**src/opcc_pkg.sv**
```systemverilog
// constants, types and register map of the oscillator and pll clock config
// Summary of operation
// [RL1] oscillator register writable only unguarded, pll selected
// [RL2] accepted oscillator write clears lock and qualified
// [RL3] software zeroes filter ratio for non-integer ratio
// [RL4] enable bit seven selects oscillator reference
// [RL5] lost oscillation raises clock monitor reset
// [RL6] qualified flag gates oscillator clock use
// [RL7] software waits startup time before pseudo stop
// [RL8] bit six picks narrow or wide window
// [RL9] software picks wide window above 25 MHz
// [RL10] zero filter ratio disables filter and qualification
// [RL11] only 0x26 clears guard, other writes set
// [RL12] guard blocks writes to clock configuration; the post divider stays writable while guarded
// [RL13] test register writable only in special mode
// [RL14] reference is oscillator over divider plus one
// [RL15] vco is twice reference times multiplier plus one
// [RL16] pll output is vco over post divider or four
// [RL17] bus clock is half pll output
// [RL18] lock detector compares feedback against reference
// [RL19] lock sets within tolerance, clears beyond unlock tolerance
// [RL20] lock toggle requests interrupt when enabled
// [RL21] software programs range fields to match frequencies
// [RL22] software prefers low ratio and high reference
// [RL23] lost qualification forces pll clock select; a same-cycle oscillator select write wins while pll is selected
// [RL24] post divider resets to 0x03
// [RL25] unused oscillator and guard bits read zero
package opcc_pkg;
	localparam int ADDR_W = 12;
	// register indexes; byte address is four times the index
	localparam logic [11:0] IDX_SYN = 12'h2F0;
	localparam logic [11:0] IDX_REFERENCE_DIVIDER = 12'h2F1;
	localparam logic [11:0] IDX_POST_DIVIDER = 12'h2F2;
	localparam logic [11:0] IDX_CLKS = 12'h2F3;
	localparam logic [11:0] IDX_PLL = 12'h2F4;
	localparam logic [11:0] IDX_FLAG = 12'h2F5;
	localparam logic [11:0] IDX_TRIM = 12'h2F8;
	localparam logic [11:0] IDX_OSC = 12'h2FA;
	localparam logic [11:0] IDX_WRITE_GUARD_BIT = 12'h2FB;
	localparam logic [11:0] IDX_TEST = 12'h2FC;
	// reset values
	localparam logic [7:0] RST_SYN = 8'h5F;
	localparam logic [7:0] RST_REFERENCE_DIVIDER = 8'h00;
	localparam logic [4:0] RST_POST_DIVIDER = 5'h03;
	localparam logic [15:0] RST_TRIM = 16'h0200;
	localparam logic [7:0] RST_TEST = 8'h00;
	// field positions
	localparam int CLKS_PLL_CLOCK_SELECT = 7;
	localparam int PLL_LOCK_IRQ_ENABLE = 4;
	localparam int FLAG_LOCKIF = 4;
	localparam int FLAG_LOCK = 3;
	localparam int FLAG_QUAL = 0;
	localparam int GUARD_BIT = 0;
	localparam logic [7:0] GUARD_KEY = 8'h26;
	localparam logic [4:0] UNLOCKED_DIV = 5'h03;
	// lock detector window, in reference ticks, and tolerances
	localparam int LOCK_WIN = 16;
	localparam int LOCK_TOL = 1;
	localparam int UNL_TOL = 2;
	localparam int QUAL_EDGES = 8;
	// oscillation is lost after this long without an edge
	localparam int CLK_NS = 100;
	localparam int MON_TIME_NS = 100000;
	localparam int MON_CYCLES = MON_TIME_NS / CLK_NS;

	typedef struct packed {
		logic enable;
		logic window_wide;
		logic unused;
		logic [4:0] ratio;
	} opcc_osc_t;

	typedef struct packed {
		logic ref_tick;
		logic fb_tick;
		logic vco_tick;
		logic pll_tick;
		logic bus_tick;
	} opcc_ticks_t;
endpackage : opcc_pkg

```
**src/opcc_clock_config.sv**
```systemverilog
// oscillator control, write guard and pll divider chain with lock detect
//
// Local design decision: the APB interface to the registers.
`timescale 1ns/1ps
module opcc_clock_config
	import opcc_pkg::*;
#(
	parameter logic [15:0] TRIM_RESET = RST_TRIM
) (
	input wire logic pclk,
	input wire logic presetn,
	input wire logic psel,
	input wire logic penable,
	input wire logic pwrite,
	input wire logic [ADDR_W-1:0] paddr,
	input wire logic [31:0] pwdata,
	output logic [31:0] prdata,
	output logic pready,
	output logic pslverr,
	input wire logic special_mode,
	input wire logic oscillator_clock,
	input wire logic internal_rc_clock,
	input wire logic vco_clock,
	output opcc_ticks_t clk_ticks,
	output logic osc_enable,
	output logic osc_qualified,
	output logic bus_from_osc,
	output logic clock_monitor_reset,
	output logic lock_irq,
	output logic [15:0] rc_trim,
	output logic [7:0] factory_test
);
	// pin synchronisers: osc, rc, vco
	logic [2:0] pin_in;
	logic [2:0] s1, s2, s3, lvl, next_lvl, edge_tick;
	assign pin_in = {vco_clock, internal_rc_clock, oscillator_clock};

	genvar gi;
	generate
		for (gi = 0; gi < 3; gi++) begin : g_pin
			always_comb begin
				next_lvl[gi] = (s2[gi] == s3[gi]) ? s3[gi] : lvl[gi];
				edge_tick[gi] = next_lvl[gi] & ~lvl[gi];
			end
			always_ff @(posedge pclk or negedge presetn) begin
				if (!presetn) begin
					s1[gi] <= 1'b0;
					s2[gi] <= 1'b0;
					s3[gi] <= 1'b0;
					lvl[gi] <= 1'b0;
				end else begin
					s1[gi] <= pin_in[gi];
					s2[gi] <= s1[gi];
					s3[gi] <= s2[gi];
					lvl[gi] <= next_lvl[gi];
				end
			end
		end
	endgenerate

	logic osc_edge, rc_edge, vco_edge;
	assign osc_edge = edge_tick[0];
	assign rc_edge = edge_tick[1];
	assign vco_edge = edge_tick[2];

	// register state
	logic [7:0] syn, reference_divider_r, test_r, flag_rd;
	logic [4:0] post_divider;
	logic [15:0] trim;
	opcc_osc_t osc;
	logic guard, pll_sel, lock_ie, lock, lock_if, qual;
	logic [7:0] next_syn, next_reference_divider, next_test;
	logic [4:0] next_post_divider;
	logic [15:0] next_trim;
	opcc_osc_t next_osc;
	logic next_guard, next_pll_sel, next_lock_ie, next_lock_if;
	logic [31:0] next_prdata;
	logic next_lock_irq;

	// apb decode; writes take effect on the access edge
	logic wr_en, rd_setup, hit;
	logic [11:0] idx;
	logic osc_wr;
	assign wr_en = psel & penable & pwrite;
	assign rd_setup = psel & ~penable;
	assign idx = {2'b00, paddr[ADDR_W-1:2]};
	assign pready = 1'b1;

	always_comb begin
		case (idx)
			IDX_SYN, IDX_REFERENCE_DIVIDER, IDX_POST_DIVIDER, IDX_CLKS, IDX_PLL,
			IDX_FLAG, IDX_TRIM, IDX_OSC, IDX_WRITE_GUARD_BIT, IDX_TEST: hit = 1'b1;
			default: hit = 1'b0;
		endcase
	end
	assign pslverr = psel & penable & ~hit;
	assign osc_wr = wr_en & (idx == IDX_OSC) & ~guard & pll_sel; // [RL1]

	assign flag_rd = {3'b000, lock_if, lock, 2'b00, qual};

	always_comb begin
		next_prdata = prdata;
		if (rd_setup) begin
			case (idx)
				IDX_SYN: next_prdata = {24'h0, syn};
				IDX_REFERENCE_DIVIDER: next_prdata = {24'h0, reference_divider_r};
				IDX_POST_DIVIDER: next_prdata = {27'h0, post_divider};
				IDX_CLKS: next_prdata = {24'h0, pll_sel, 7'h00};
				IDX_PLL: next_prdata = {27'h0, lock_ie, 4'h0};
				IDX_FLAG: next_prdata = {24'h0, flag_rd};
				IDX_TRIM: next_prdata = {16'h0, trim};
				IDX_OSC: next_prdata = {24'h0, osc}; // [RL25]
				IDX_WRITE_GUARD_BIT: next_prdata = {31'h0, guard}; // [RL25]
				IDX_TEST: next_prdata = {24'h0, test_r};
				default: next_prdata = 32'h0;
			endcase
		end
	end

	// qualification events that feed the clock select
	logic qual_fall;

	always_comb begin
		next_syn = syn;
		next_reference_divider = reference_divider_r;
		next_post_divider = post_divider;
		next_trim = trim;
		next_osc = osc;
		next_guard = guard;
		next_pll_sel = pll_sel;
		next_lock_ie = lock_ie;
		next_test = test_r;
		if (wr_en) begin
			case (idx)
				IDX_SYN: if (!guard) next_syn = pwdata[7:0]; // [RL12]
				IDX_REFERENCE_DIVIDER: if (!guard) begin // [RL12]
					next_reference_divider = {pwdata[7:6], 2'b00, pwdata[3:0]};
				end
				IDX_POST_DIVIDER: next_post_divider = pwdata[4:0];
				IDX_CLKS: if (!guard) begin // [RL12]
					// oscillator may drive the bus only once qualified
					if (pwdata[CLKS_PLL_CLOCK_SELECT] || qual) begin // [RL6]
						next_pll_sel = pwdata[CLKS_PLL_CLOCK_SELECT];
					end
				end
				IDX_PLL: if (!guard) next_lock_ie = pwdata[PLL_LOCK_IRQ_ENABLE]; // [RL12]
				IDX_TRIM: if (!guard) next_trim = pwdata[15:0]; // [RL12]
				IDX_OSC: if (osc_wr) begin // [RL1]
					next_osc = pwdata[7:0];
					next_osc.unused = 1'b0; // [RL25]
				end
				IDX_WRITE_GUARD_BIT: next_guard = (pwdata[7:0] != GUARD_KEY); // [RL11]
				IDX_TEST: if (special_mode) next_test = pwdata[7:0]; // [RL13]
				default: next_guard = guard;
			endcase
		end
		// hardware return to pll wins over a software write only while the oscillator is already selected
		if (qual_fall && !pll_sel) begin
			next_pll_sel = 1'b1; // [RL23]
		end
	end

	always_ff @(posedge pclk or negedge presetn) begin
		if (!presetn) begin
			syn <= RST_SYN;
			reference_divider_r <= RST_REFERENCE_DIVIDER;
			post_divider <= RST_POST_DIVIDER; // [RL24]
			trim <= TRIM_RESET;
			osc <= '0;
			guard <= 1'b0;
			pll_sel <= 1'b1;
			lock_ie <= 1'b0;
			test_r <= RST_TEST;
			prdata <= 32'h0;
		end else begin
			syn <= next_syn;
			reference_divider_r <= next_reference_divider;
			post_divider <= next_post_divider;
			trim <= next_trim;
			osc <= next_osc;
			guard <= next_guard;
			pll_sel <= next_pll_sel;
			lock_ie <= next_lock_ie;
			test_r <= next_test;
			prdata <= next_prdata;
		end
	end

	// divider chain
	logic trim_wr, cfg_clr;
	logic ref_tick, fb_tick, pll_tick, bus_div_tick;
	assign trim_wr = wr_en & (idx == IDX_TRIM) & ~guard & pll_sel;
	assign cfg_clr = osc_wr | trim_wr;

	opcc_tick_div #(.W(4)) u_ref (
		.pclk(pclk),
		.presetn(presetn),
		.clr(cfg_clr),
		.tick_in(osc.enable ? osc_edge : rc_edge), // [RL4]
		.div(osc.enable ? reference_divider_r[3:0] : 4'h0), // [RL14]
		.tick_out(ref_tick)
	);

	// vco runs at twice reference times multiplier plus one, so the
	// feedback tick is vco over multiplier plus one
	opcc_tick_div #(.W(6)) u_fb (
		.pclk(pclk),
		.presetn(presetn),
		.clr(cfg_clr),
		.tick_in(vco_edge),
		.div(syn[5:0]), // [RL15] [RL18]
		.tick_out(fb_tick)
	);

	opcc_tick_div #(.W(5)) u_post (
		.pclk(pclk),
		.presetn(presetn),
		.clr(cfg_clr),
		.tick_in(vco_edge),
		.div(lock ? post_divider : UNLOCKED_DIV), // [RL16]
		.tick_out(pll_tick)
	);

	opcc_tick_div #(.W(1)) u_bus (
		.pclk(pclk),
		.presetn(presetn),
		.clr(cfg_clr),
		.tick_in(pll_tick),
		.div(1'b1), // [RL17]
		.tick_out(bus_div_tick)
	);

	// lock detector: count feedback ticks over a window of reference
	// ticks; expect two per reference tick
	localparam logic [7:0] EXPECT = 8'(2 * LOCK_WIN);
	logic [4:0] win_cnt, next_win_cnt;
	logic [7:0] fb_cnt, next_fb_cnt, fb_total, diff;
	logic next_lock;

	always_comb begin
		next_win_cnt = win_cnt;
		next_fb_cnt = fb_cnt;
		next_lock = lock;
		fb_total = fb_cnt + {7'h00, fb_tick};
		diff = (fb_total > EXPECT) ? fb_total - EXPECT : EXPECT - fb_total;
		if (fb_tick && fb_cnt != 8'hFF) begin
			next_fb_cnt = fb_total;
		end
		if (ref_tick) begin
			if (win_cnt == 5'(LOCK_WIN - 1)) begin // [RL18]
				next_win_cnt = '0;
				next_fb_cnt = '0;
				if (!lock && diff <= 8'(LOCK_TOL)) begin
					next_lock = 1'b1; // [RL19]
				end else if (lock && diff > 8'(UNL_TOL)) begin
					next_lock = 1'b0; // [RL19]
				end
			end else begin
				next_win_cnt = win_cnt + 1'b1;
			end
		end
		if (cfg_clr) begin
			next_lock = 1'b0; // [RL2]
			next_win_cnt = '0;
			next_fb_cnt = '0;
		end
	end

	// lock interrupt flag, cleared by writing one; a toggle wins
	always_comb begin
		next_lock_if = lock_if;
		if (wr_en && idx == IDX_FLAG && pwdata[FLAG_LOCKIF]) begin
			next_lock_if = 1'b0;
		end
		if (next_lock != lock) begin
			next_lock_if = 1'b1; // [RL20]
		end
		next_lock_irq = next_lock_if & next_lock_ie; // [RL20]
	end

	always_ff @(posedge pclk or negedge presetn) begin
		if (!presetn) begin
			win_cnt <= '0;
			fb_cnt <= '0;
			lock <= 1'b0;
			lock_if <= 1'b0;
			lock_irq <= 1'b0;
		end else begin
			win_cnt <= next_win_cnt;
			fb_cnt <= next_fb_cnt;
			lock <= next_lock;
			lock_if <= next_lock_if;
			lock_irq <= next_lock_irq;
		end
	end

	// oscillator filter, qualification and clock monitor
	logic [7:0] period, next_period;
	logic [5:0] exp_per;
	logic per_ok, filt_on;
	logic [3:0] good_cnt, next_good_cnt;
	logic [9:0] mon_cnt, next_mon_cnt;
	logic next_qual, next_cm;

	assign filt_on = (osc.ratio != 5'h00); // [RL10]
	assign exp_per = {osc.ratio, 1'b0};

	always_comb begin
		// narrow window demands the exact period, wide allows one either way
		if (osc.window_wide) begin // [RL8]
			per_ok = (period + 8'h01 >= {2'b00, exp_per}) &&
				(period <= {2'b00, exp_per} + 8'h01);
		end else begin
			per_ok = (period == {2'b00, exp_per}); // [RL8]
		end
	end

	always_comb begin
		next_period = period;
		next_good_cnt = good_cnt;
		next_qual = qual;
		next_mon_cnt = mon_cnt;
		next_cm = 1'b0;
		if (vco_edge && period != 8'hFF) begin
			next_period = period + 8'h01;
		end
		if (!osc.enable) begin
			next_qual = 1'b0;
			next_good_cnt = '0;
			next_mon_cnt = '0;
		end else if (osc_edge) begin
			next_period = '0;
			next_mon_cnt = '0;
			if (filt_on && (!per_ok || !lock)) begin
				next_good_cnt = '0; // [RL10]
				next_qual = 1'b0;
			end else if (good_cnt == 4'(QUAL_EDGES - 1)) begin
				next_qual = 1'b1; // [RL6]
			end else begin
				next_good_cnt = good_cnt + 4'h1;
			end
		end else if (mon_cnt == 10'(MON_CYCLES - 1)) begin
			// one pulse per loss; the count holds until an edge returns
			next_cm = 1'b1; // [RL5]
			next_mon_cnt = mon_cnt + 10'h001;
			next_qual = 1'b0;
			next_good_cnt = '0;
		end else if (mon_cnt < 10'(MON_CYCLES)) begin
			next_mon_cnt = mon_cnt + 10'h001;
		end
		// losing lock loses the qualification that depends on it
		if (lock && !next_lock) begin
			next_qual = 1'b0;
			next_good_cnt = '0;
		end
		if (cfg_clr) begin
			next_qual = 1'b0; // [RL2]
			next_good_cnt = '0;
		end
	end

	assign qual_fall = qual & ~next_qual;

	always_ff @(posedge pclk or negedge presetn) begin
		if (!presetn) begin
			period <= '0;
			good_cnt <= '0;
			qual <= 1'b0;
			mon_cnt <= '0;
			clock_monitor_reset <= 1'b0;
		end else begin
			period <= next_period;
			good_cnt <= next_good_cnt;
			qual <= next_qual;
			mon_cnt <= next_mon_cnt;
			clock_monitor_reset <= next_cm;
		end
	end

	// outputs
	assign clk_ticks.ref_tick = ref_tick;
	assign clk_ticks.fb_tick = fb_tick;
	assign clk_ticks.vco_tick = vco_edge;
	assign clk_ticks.pll_tick = pll_tick;
	assign clk_ticks.bus_tick = pll_sel ? bus_div_tick : osc_edge; // [RL17]
	assign osc_enable = osc.enable; // [RL4]
	assign osc_qualified = qual; // [RL6]
	assign bus_from_osc = ~pll_sel;
	assign rc_trim = trim;
	assign factory_test = test_r;
endmodule : opcc_clock_config

```
**src/opcc_tick_div.sv**
```systemverilog
// divides a stream of one-cycle ticks by a programmable count plus one
`timescale 1ns/1ps
module opcc_tick_div #(
	parameter int W = 6
) (
	input wire logic pclk,
	input wire logic presetn,
	input wire logic clr,
	input wire logic tick_in,
	input wire logic [W-1:0] div,
	output logic tick_out
);
	logic [W-1:0] cnt;
	logic [W-1:0] next_cnt;
	logic next_tick_out;

	initial begin
		if (W < 1 || W > 16) begin
			$error("opcc_tick_div: W out of range");
		end
	end

	always_comb begin
		next_cnt = cnt;
		next_tick_out = 1'b0;
		if (clr) begin
			next_cnt = '0;
		end else if (tick_in) begin
			if (cnt >= div) begin
				next_cnt = '0;
				next_tick_out = 1'b1;
			end else begin
				next_cnt = cnt + 1'b1;
			end
		end
	end

	always_ff @(posedge pclk or negedge presetn) begin
		if (!presetn) begin
			cnt <= '0;
			tick_out <= 1'b0;
		end else begin
			cnt <= next_cnt;
			tick_out <= next_tick_out;
		end
	end
endmodule : opcc_tick_div
```
**config.mk**
```make
export PLATFORM = sky130hd
export DESIGN_NAME = opcc_clock_config
export DESIGN_NICKNAME = d
export VERILOG_FILES = /design/src/opcc_pkg.sv /design/src/opcc_clock_config.sv /design/src/opcc_tick_div.sv
export SDC_FILE = /design/constraint.sdc
export NUM_CORES = 1
export LEC_CHECK = 0
export ABC_CLOCK_PERIOD_IN_PS = 4900
export BUFFER_PORTS_ARGS = -buffer_cell sky130_fd_sc_hd__buf_2
export CORE_ASPECT_RATIO = 2
export CORE_MARGIN = 4
export CORE_UTILIZATION = 30
export CTS_CLUSTER_DIAMETER = 200
export CTS_CLUSTER_SIZE = 28
export DETAILED_ROUTE_END_ITERATION = 10
export SYNTH_ARGS = -nofsm -noshare
export SYNTH_HDL_FRONTEND = slang
export SYNTH_SLANG_ARGS = --single-unit
```
**constraint.sdc**
```tcl
create_clock -name pclk -period 4.9 [get_ports pclk]
set_input_delay 0.49 -clock pclk [delete_from_list [all_inputs] [get_ports pclk]]
set_output_delay 0.49 -clock pclk [all_outputs]
set_load 0.03 [all_outputs]
```
==> results of run 1 <==
## cell usage after synthesis (8+ instances only)
library cell    n
nand2_1        72
o21ai_0        26
nand3_1        27
xnor2_1        13
a21oi_1        19
nand2b_1       15
inv_1          28
nor3_1         11
dfrtp_1       131
ha_1           39
buf_4          22
nand4_1        13
mux2_2         55
xor2_1         21
dfstp_2        10
a22o_1         10
a21o_1         14
mux2i_1         9
buf_2          10
clkbuf_1       10
nor2_1         60
and2_1          8
and3_1         10
## layout make-up
| cell class | instances | area, µm² |
|---|---|---|
| clock buffer | 23 | 498.0 |
| fill | 2661 | 16490 |
| clock inverter | 9 | 132.6 |
| inverter | 28 | 105.1 |
| tap | 340 | 425.4 |
| sequential | 141 | 3541 |
| multi-input combinational | 546 | 3896 |
| timing repair buffer | 89 | 461.7 |
## state kept, by name, indices dropped and copies added (netlist names), 5 cells and up
| signal | flops |
|---|---|
| period | 8 |
| u_fb.cnt | 6 |
| prdata | 16 |
| win_cnt | 5 |
| post_divider | 5 |
| u_post.cnt | 5 |
| exp_per | 5 |
| fb_cnt | 8 |
| syn | 8 |
| mon_cnt | 10 |
| reference_divider_r | 6 |
| rc_trim | 16 |
| factory_test | 8 |
## through the flow
step | area (µm²) | utilization | setup slack, ns
3_5_place_dp | 8429 | 0.3300 | 0.7706
2_1_floorplan | 7807 | - | 1.236
5_1_grt | 9060 | 0.3546 | 0.4096
6_report | 9060 | 0.3546 | 0.7488
3_3_place_gp | 8429 | 0.3300 | 0.9003
4_1_cts | 9060 | 0.3546 | 0.7441
## power by group
part | internal, mW | switching, mW
sequential | 1.24 | 0.111
clock | 0.868 | 0.487
combinational | 0.218 | 0.314
total | 2.33 | 0.912
## metal layers
metal | up-vias | GRT usage
met5 | - | 0
met3 | 52 | 0.03078
met4 | 0 | 0.08841
li1 | 2787 | -
met1 | 2930 | 0.1433
met2 | 164 | 0.2784
## final timing paths
kind                               end
min reg2reg                      s2[0]
max reg2reg                good_cnt[0]
max in group asynchronous       syn[1]
min in group pclk                s1[0]
min                         mon_cnt[0]
max                        good_cnt[0]
## cell families (layout without fill, tap and decap cells)
group	after synthesis	in the layout	synth area share
mux	65	65	0.09346
buf+inv	73	149	0.04778
compound gates	130	130	0.1217
xor+xnor	35	35	0.04052
fa+ha+maj	43	43	0.06941
flops	141	141	0.4568
simple gates	256	256	0.1693
other cells	2	17	0.0009689
==> out/metrics.cfg, run 1 <==
[outcome]
outcome = completed

[sta]
hold_viol = 0
finalCritPeriodShare = 0.8472
layout_min_cycle_time_ns = 4.151
setup_viol = 0
tns_ns = 0
worst_clock_skew_ns = 0.009051
fmax_ghz = 0.2409
worst_pin_slew_ns = 1.008
rsz0062_at_grt = no
hold_ws_ns = 0.09157
relSlewSlack = 0.3227
slew_viol_final = 0

[finish]
drive_gt1_frac = 0.2476
areaGrowthSynthToFinish_pct = 16.88
layout_common_cells = 131 x dfrtp_1, 84 x buf_2, 72 x nand2_1
final_common_cell = dfrtp_1
layout.nets = 916
final_cells = 1176
antenna_cells = 0

[global_route]
grt_pass1_wl_mm = 32.87
grt_pass1_vias = 6243
antenna_found_initial = 0
grt_max_degree = 83
grt_use_total = 0.1480
grt_overflow_total = 0

[cts]
clk_latency_ns = 0.42
cts-htree-levels = 4
ctsResizeCount = 0
cts.sinks = 141
path_clk_slew_ns = 0.06
post_cts_buffers = 0
cts_buffers = 17
hold_buffers = 0
tritoncts = built
root_buffer = clkbuf_16
clock_path_buffers = 2

[yosys]
synthTopCellsByArea = dfrtp_1 42%, mux2_2 8.0%, ha_1 6.3%, nand2_1 3.5%, dfstp_2 3.4%
synth_area_mm2 = 0.007751
synthArstFlopShare = 1.000
synth_top_area_cell = dfrtp_1
avgSynthCellArea_um2 = 10.40
ys_seq_area_frac = 0.4568
synth_edf_count = 0
yosys_most_used_dff = dfrtp_1
syn_inst = 745
synth_top_area_frac = 0.4229
synthDistinctLibCells = 80
ys_seq_elements = 141
yosys_warnings = 0

[detailed_routing]
num_vias = 5933
drt_first_pass_iters = 5
wl_met1_mm = 7.164
routed_wirelength_mm = 20.51
avgViaCountPerCell = 5.045
route.met2.wl_mm = 11.41
ant_nets = 0
drt_iter0_markers = 144
top_layer = met4
wl_met3_um = 794
post-route-drc-count = 0
wl_per_cell_um = 17.44

[placed_design]
gp_congestion = 0.8387
dp_hpwl_mm = 15.83
placed_cells = 1144
numPortBuffers = 85

[floorplan]
die_height_um = 235.3
core_area_mm2 = 0.02555
initial_utilization = 0.3034
die_w_um = 121.7
io_pins = 121
dieArea_mm2 = 0.02863
rows = 83

[hold_path]
hold_path_class = in -> async

[worst_setup_path]
reg2reg_depth = 16
cp-startpoint = u_fb.tick_out
cp_num_buf_inv = 0
setup.worst_path.start_class = flip-flop
cp_slowest_stage_delay_ns = 0.46
critPathArrivalTime_ns = 4.51
r2r_start = u_fb.tick_out
cp_cell_sequence = ha_1, and2_1, nand2_1, xor2_2, ha_1, xnor2_1, xnor2_1, a21oi_1, a21oi_1, o311ai_0, a2111o_1, ha_1, nor3_1, o2111ai_4, nor3b_2, mux2_4
critPathMaxFanout = 10
crit_cells = 16
crit_family = compound AO/OA/AOI/OAI gates
ff2ff_setup_slack_ns = 0.75
cp_common_cell = ha_1
critical_path_required_ns = 5.26
cp_slowest_cell = dfrtp_1
worstSetupPathType = reg -> reg
end_kind = flip-flop

[pwr]
p_total_mw = 3.240
max-vdd-ir-drop_mv = 0.3116
cellPowerDensity_mw_per_mm2 = 357.6
leakage_nw = 4.223

[run]
drv_cap = 0

Note: power is estimated with default switching activity, not from simulation.
==> inputs of run 2 (changes only) <==
- ABC_CLOCK_PERIOD_IN_PS: 4900 -> 4300
- clock period: 4.9 -> 4.3 ns (I/O delays scaled with it)
==> run 2 against run 1 <==
  * Clock-buffer cell count shrank 3
  * Sequential power grew 14%
  * Highest routed layer unchanged
  * Non-clock buffer count grew 1
  * Critical path type unchanged
  * Fmax grew 5.4%
==> out/metrics.cfg, run 2 (synthesized netlist as in run 1, its figures left out) <==
[cts]
cts_buffers = 17  ; unchanged
ctsResizeCount = 0  ; unchanged
path_clk_slew_ns = 0.07  ; about the same
clock_path_buffers = 2  ; unchanged
tritoncts = built
cts.sinks = 141  ; unchanged
post_cts_buffers = 0  ; unchanged
cts-htree-levels = 4  ; unchanged
clk_latency_ns = 0.43  ; about the same
hold_buffers = 0  ; unchanged
root_buffer = clkbuf_16

[detailed_routing]
route.met2.wl_mm = 11.45  ; +0.31%
wl_per_cell_um = 17.42  ; -0.12%
top_layer = met4
avgViaCountPerCell = 5.085  ; +0.79%
drt_first_pass_iters = 5  ; unchanged
drt_iter0_markers = 249  ; +73%
num_vias = 5985  ; +0.88%
wl_met1_mm = 7.234  ; +0.98%
post-route-drc-count = 0  ; unchanged
ant_nets = 0  ; unchanged
routed_wirelength_mm = 20.50  ; about the same
wl_met3_um = 749  ; -5.7%

[run]
drv_cap = 0  ; unchanged

[worst_setup_path]
critical_path_required_ns = 4.67  ; -0.59 ns
critPathArrivalTime_ns = 4.31  ; -0.20 ns
crit_family = simple AND/OR/NAND/NOR gates
cp_slowest_cell = dfrtp_1
r2r_start = u_fb.tick_out
cp_num_buf_inv = 0  ; unchanged
cp_slowest_stage_delay_ns = 0.46  ; about the same
cp-startpoint = u_fb.tick_out
end_kind = flip-flop
cp_cell_sequence = ha_1, and2_1, and3_4, xnor2_1, ha_1, xnor2_1, xnor2_1, nand4bb_1, a22oi_1, a31oi_1, a2111o_1, ha_1, nor3_1, o2111ai_4, nor3b_2, mux2_4
critPathMaxFanout = 7  ; -3
worstSetupPathType = reg -> reg
setup.worst_path.start_class = flip-flop

[global_route]
antenna_found_initial = 0  ; unchanged
grt_pass1_wl_mm = 32.31  ; -1.7%
grt_pass1_vias = 6134  ; -1.7%
grt_max_degree = 91  ; +9.6%
grt_overflow_total = 0  ; unchanged
grt_use_total = 0.1458  ; -0.002247

[sta]
setup_viol = 0  ; unchanged
slew_viol_final = 0  ; unchanged
fmax_ghz = 0.2539  ; +5.4%
rsz0062_at_grt = no
hold_ws_ns = 0.03783  ; -0.05374 ns
worst_pin_slew_ns = 0.9726  ; -0.03500 ns
worst_clock_skew_ns = 0.009631  ; +0.0005803 ns
layout_min_cycle_time_ns = 3.938  ; -0.2134 ns
hold_viol = 0  ; unchanged
tns_ns = 0  ; unchanged
relSlewSlack = 0.3462  ; +0.02353
finalCritPeriodShare = 0.9158  ; +0.06859

[placed_design]
numPortBuffers = 85  ; unchanged
gp_congestion = 0.8752  ; +4.4%
placed_cells = 1145  ; +0.087%
dp_hpwl_mm = 15.77  ; -0.40%

[hold_path]
hold_path_class = in -> async

[finish]
antenna_cells = 0  ; unchanged
layout_common_cells = 131 x dfrtp_1, 84 x buf_2, 72 x nand2_1
layout.nets = 917  ; +0.11%
final_cells = 1177  ; +0.085%
drive_gt1_frac = 0.2473  ; -0.0002958
final_common_cell = dfrtp_1
areaGrowthSynthToFinish_pct = 16.38

[floorplan]
initial_utilization = 0.3034  ; unchanged
rows = 83  ; unchanged
die_height_um = 235.3  ; unchanged
dieArea_mm2 = 0.02863  ; unchanged
io_pins = 121  ; unchanged
die_w_um = 121.7  ; unchanged
core_area_mm2 = 0.02555  ; unchanged

[pwr]
max-vdd-ir-drop_mv = 0.2987  ; -4.1%
leakage_nw = 4.205  ; -0.44%
cellPowerDensity_mw_per_mm2 = 400.8  ; +12%
p_total_mw = 3.615  ; +12%

[outcome]
outcome = completed

[run 2: per-layer routing]
metal	GRT usage	up-vias
met2	0.2730	168
met3	0.03030	56
li1	-	2785
met1	0.1416	2976
met4	0.08841	0
met5	0	-
[run 2: path summary, 6_finish.rpt]
path / to / slack [ns] / cells past startpoint
max in group asynchronous: rc_trim[9] / 3.27 / 2
setup reg to reg: good_cnt[0] / 0.36 / 16
min in group pclk: s1[1] / 0.10 / 1
hold / removal: mon_cnt[8] / 0.04 / 1
setup / recovery: good_cnt[0] / 0.36 / 16
hold reg to reg: s2[1] / 0.35 / 0
[run 2: cell type report]
type                       instances  area, µm²
fill                            2632      16530
multi-input combinational        546       3896
sequential                       141       3541
timing repair buffer              90      469.2
clock buffer                      20      446.7
tap                              340      425.4
clock inverter                    12      137.6
inverter                          28      105.1
[run 2: per-stage QoR]
| step | instance area (µm²) | setup slack, ns | utilization |
|---|---|---|---|
| final | 9021 | 0.3621 | 0.3531 |
| after global routing | 9021 | 0.02407 | 0.3531 |
| after CTS | 9021 | 0.3461 | 0.3531 |
| after detailed placement | 8437 | 0.3860 | 0.3302 |
| after global placement | 8437 | 0.4809 | 0.3302 |
| after floorplan | 7807 | 0.6357 | - |
[run 2: report_power, final]
part | total [mW] | internal [mW] | switching, mW
logic | 0.601 | 0.247 | 0.353
registers | 1.54 | 1.41 | 0.128
clock network | 1.47 | 0.874 | 0.598
==> inputs of run 3 (changes only) <==
- ABC_AREA: default -> 1
- CAP_MARGIN: default -> 20
==> run 3 against run 2 <==
  * Setup slack better by 0.73 ns
  * Sequential share of layout area down 0.11 points
  * Utilization up 0.68 points
  * Largest cell class unchanged
  * Routed wire length up 2.5%
  * Power up 15%
  * Worst hold slack worse by 0.036 ns
  * Non-clock buffer count down 1
  * First-iteration DRC count up 20%
  * Synthesized cell count up 24%
  * Via count up 9.4%
  * Design area up 0.29%
  * Clock power up 3%
==> out/metrics.cfg, run 3 <==
[sta]
finalCritPeriodShare = 0.7472  ; -0.1686
worst_clock_skew_ns = 0.01100  ; +0.001368 ns
hold_viol = 0  ; unchanged
rsz0062_at_grt = no
layout_min_cycle_time_ns = 3.213  ; -0.7251 ns
relSlewSlack = 0.5113  ; +0.1651
final.setup.worst_slack_ns = 1.087  ; +0.7251 ns
hold_ws_ns = 0.002209  ; -0.03563 ns
fmax_ghz = 0.3113  ; +23%
worst_pin_slew_ns = 0.7330  ; -0.2396 ns
slew_viol_final = 0  ; unchanged
setup_viol = 0  ; unchanged
tns_ns = 0  ; unchanged

[placed_design]
gp_congestion = 0.9430  ; +7.7%
placed_area_mm2 = 0.008433  ; about the same
pre_cts_slack_ns = 1.066  ; +0.6805 ns
dp_hpwl_mm = 16.45  ; +4.3%
numPortBuffers = 85  ; unchanged
placed_cells = 1330  ; +16%

[global_route]
grt_overflow_total = 0  ; unchanged
grt_max_degree = 76  ; -16%
grt_pass1_vias = 6761  ; +10%
grt_pass1_wl_mm = 33.79  ; +4.6%
grt_use_total = 0.1533  ; +0.007530
antenna_found_initial = 0  ; unchanged

[yosys]
synthDistinctLibCells = 55  ; -31%
yosys_warnings = 0  ; unchanged
avgSynthCellArea_um2 = 8.359  ; -20%
synth_edf_count = 0  ; unchanged
synthTopCellsByCount = 209 x nand2_1, 131 x dfrtp_1, 111 x inv_1
synth_area_mm2 = 0.007699  ; -0.68%
yosys_most_used_dff = dfrtp_1
synth_top_area_cell = dfrtp_1
synth_top_area_frac = 0.4258  ; +0.002887
syn_inst = 921  ; +24%
synthMostInstantiatedCell = nand2_1
ys_seq_elements = 141  ; unchanged
synthTopCellsByArea = dfrtp_1 43%, nand2_1 10%, ha_1 6.3%, o21ai_0 5.5%, inv_1 5.4%
ys_seq_area_frac = 0.4599  ; +0.003118
synthArstFlopShare = 1.000  ; unchanged

[pwr]
switching_share = 0.3592  ; +0.06075
p_clk_frac = 0.364  ; -0.043
p_seq_frac = 0.387  ; -0.040
power.internal_mw = 2.674  ; +5.5%
cellPowerDensity_mw_per_mm2 = 461.3  ; +15%
leakage_nw = 4.488  ; +6.7%
p_switching_mw = 1.499  ; +39%
max-vdd-ir-drop_mv = 0.4078  ; +37%
p_comb_frac = 0.249  ; +0.083

[cts]
clock_path_buffers = 2  ; unchanged
path_clk_slew_ns = 0.07  ; about the same
cts.sinks = 141  ; unchanged
cts_buffers = 17  ; unchanged
post_cts_buffers = 0  ; unchanged
cts-htree-levels = 4  ; unchanged
hold_buffers = 0  ; unchanged
clk_latency_ns = 0.44  ; about the same
root_buffer = clkbuf_16
tritoncts = built
ctsResizeCount = 0  ; unchanged

[detailed_routing]
avgViaCountPerCell = 4.807  ; -5.5%
wl_per_cell_um = 15.43  ; -11%
num_vias = 6547  ; +9.4%
post-route-drc-count = 0  ; unchanged
routed_wirelength_mm = 21.02  ; +2.5%
ant_nets = 0  ; unchanged
drt_first_pass_iters = 5  ; unchanged
drt_iter0_markers = 300  ; +20%

[floorplan]
die_height_um = 234.6  ; -0.33%
core_area_mm2 = 0.02514  ; -1.6%
dieArea_mm2 = 0.02845  ; -0.64%
io_pins = 121  ; unchanged
rows = 82  ; -1.2%
initial_utilization = 0.3063  ; +0.002863
die_w_um = 121.3  ; -0.32%

[worst_setup_path]
critPathMaxFanout = 7  ; unchanged
cp_cell_sequence = ha_1, nand2_2, nand2_1, ha_1, nand2_1, nor2_1, nand2_1, nand2_4, nand2_4, o21ai_2, nand2_1, nor2_1, nand3_1, nand2_1, nand2_2, ha_1, nor2_1, nand2_1, inv_1, nand3_1, nand2_1, nand2_1, nand2_1
end_kind = flip-flop
r2r_start = u_fb.tick_out
critPathArrivalTime_ns = 3.59  ; -0.72 ns
crit_family = simple AND/OR/NAND/NOR gates
cp-startpoint = u_fb.tick_out
setup.worst_path.start_class = flip-flop
cp_common_cell = nand2_1
worstSetupPathType = reg -> reg
cp_num_buf_inv = 1  ; +1
cp_slowest_stage_delay_ns = 0.46  ; about the same
cp_slowest_cell = dfrtp_1
critical_path_required_ns = 4.68  ; about the same

[finish]
areaGrowthSynthToFinish_pct = 17.52
drive_gt1_frac = 0.1676  ; -0.07967
final_cells = 1362  ; +16%
final_area_mm2 = 0.009047  ; +0.29%
antenna_cells = 0  ; unchanged
layout.nets = 1106  ; +21%
final_common_cell = nand2_1
layout_common_cells = 209 x nand2_1, 131 x dfrtp_1, 111 x inv_1
fillers = 2637  ; +0.19%

[outcome]
outcome = completed

[run]
drv_cap = 0  ; unchanged

[hold_path]
hold_path_class = in -> async

## run 3: cell count changes after synthesis, sizes merged, moves of 14 or more
| cell | previous run | this run |
|---|---|---|
| nor2 | 61 | 75 |
| nand2 | 73 | 222 |
| a21oi | 19 | 34 |
| nand3 | 29 | 54 |
| mux2 | 56 | 8 |
| nand2b | 15 | 0 |
| inv | 28 | 115 |
| o21ai | 30 | 89 |
## run 3: kinds of logic after synthesis
kind of cell             count (synthesis)  synth area share
AO/OA/AOI/OAI                          174            0.1338
XOR/XNOR                                13           0.01479
adder cells (fa/ha/maj)                 42           0.06858
buffers and inverters                  147           0.08337
flip-flops                             141            0.4599
multiplexers                             8           0.01170
other                                    2         0.0009755
AND/OR/NAND/NOR                        394            0.2269
## run 3: layer usage
metal  track usage  routed length [µm]  vias up
met2        0.3000               12020      154
met1        0.1473                7185     3136
met5             0                   0        -
met3       0.02813                 795       56
li1              -                   -     3201
met4       0.08415                1017        0
## run 3: through the flow
step | power (mW) | util
finish | 4.174 | 0.3599
global placement | 2.657 | 0.3352
CTS | 4.225 | 0.3599
floorplan | 2.400 | -
detailed placement | 2.693 | 0.3355
global route | 4.455 | 0.3599
## run 3: layout make-up
| cell class | instances | area (µm²) | share of cell area |
|---|---|---|---|
| multi-input cells | 648 | 3572 | 0.3948 |
| repair buffers | 89 | 461.7 | 0.05103 |
| clock inverters | 15 | 188.9 | 0.02088 |
| well taps | 336 | 420.4 | 0.04647 |
| flip-flops and latches | 141 | 3541 | 0.3914 |
| inverters | 116 | 437.9 | 0.04840 |
| clock buffers | 17 | 425.4 | 0.04702 |
## run 3: power by group through the flow
stage               Clock, mW  Sequential, mW  Combinational (mW)
CTS                      1.55            1.62                1.05
floorplan                   0            1.60               0.801
global route             1.61            1.64                1.20
global placement            0            1.64                1.02
finish                   1.52            1.62                1.04
detailed placement          0            1.64                1.05
## run 3: path summary, 6_finish.rpt
kind                                to  slack, ns  depth (start not counted)
setup / recovery           good_cnt[0]       1.09                         23
min in group pclk                s1[2]       0.10                          1
hold reg to reg                  s2[0]       0.34                          0
setup reg to reg           good_cnt[0]       1.09                         23
max in group asynchronous       syn[4]       3.25                          2
hold / removal              prdata[10]      0.002                          1
## run 3: worst register-to-register path, cell delays in order (launching register included)
cell	delay, ns
dfrtp_1	0.46
ha_1	0.24
nand2_2	0.11
nand2_1	0.21
ha_1	0.21
nand2_1	0.06
nor2_1	0.14
nand2_1	0.10
nand2_4	0.10
nand2_4	0.08
o21ai_2	0.06
nand2_1	0.05
nor2_1	0.11
nand3_1	0.09
nand2_1	0.08
nand2_2	0.08
ha_1	0.23
nor2_1	0.16
nand2_1	0.09
inv_1	0.06
nand3_1	0.12
nand2_1	0.17
nand2_1	0.08
nand2_1	0.06
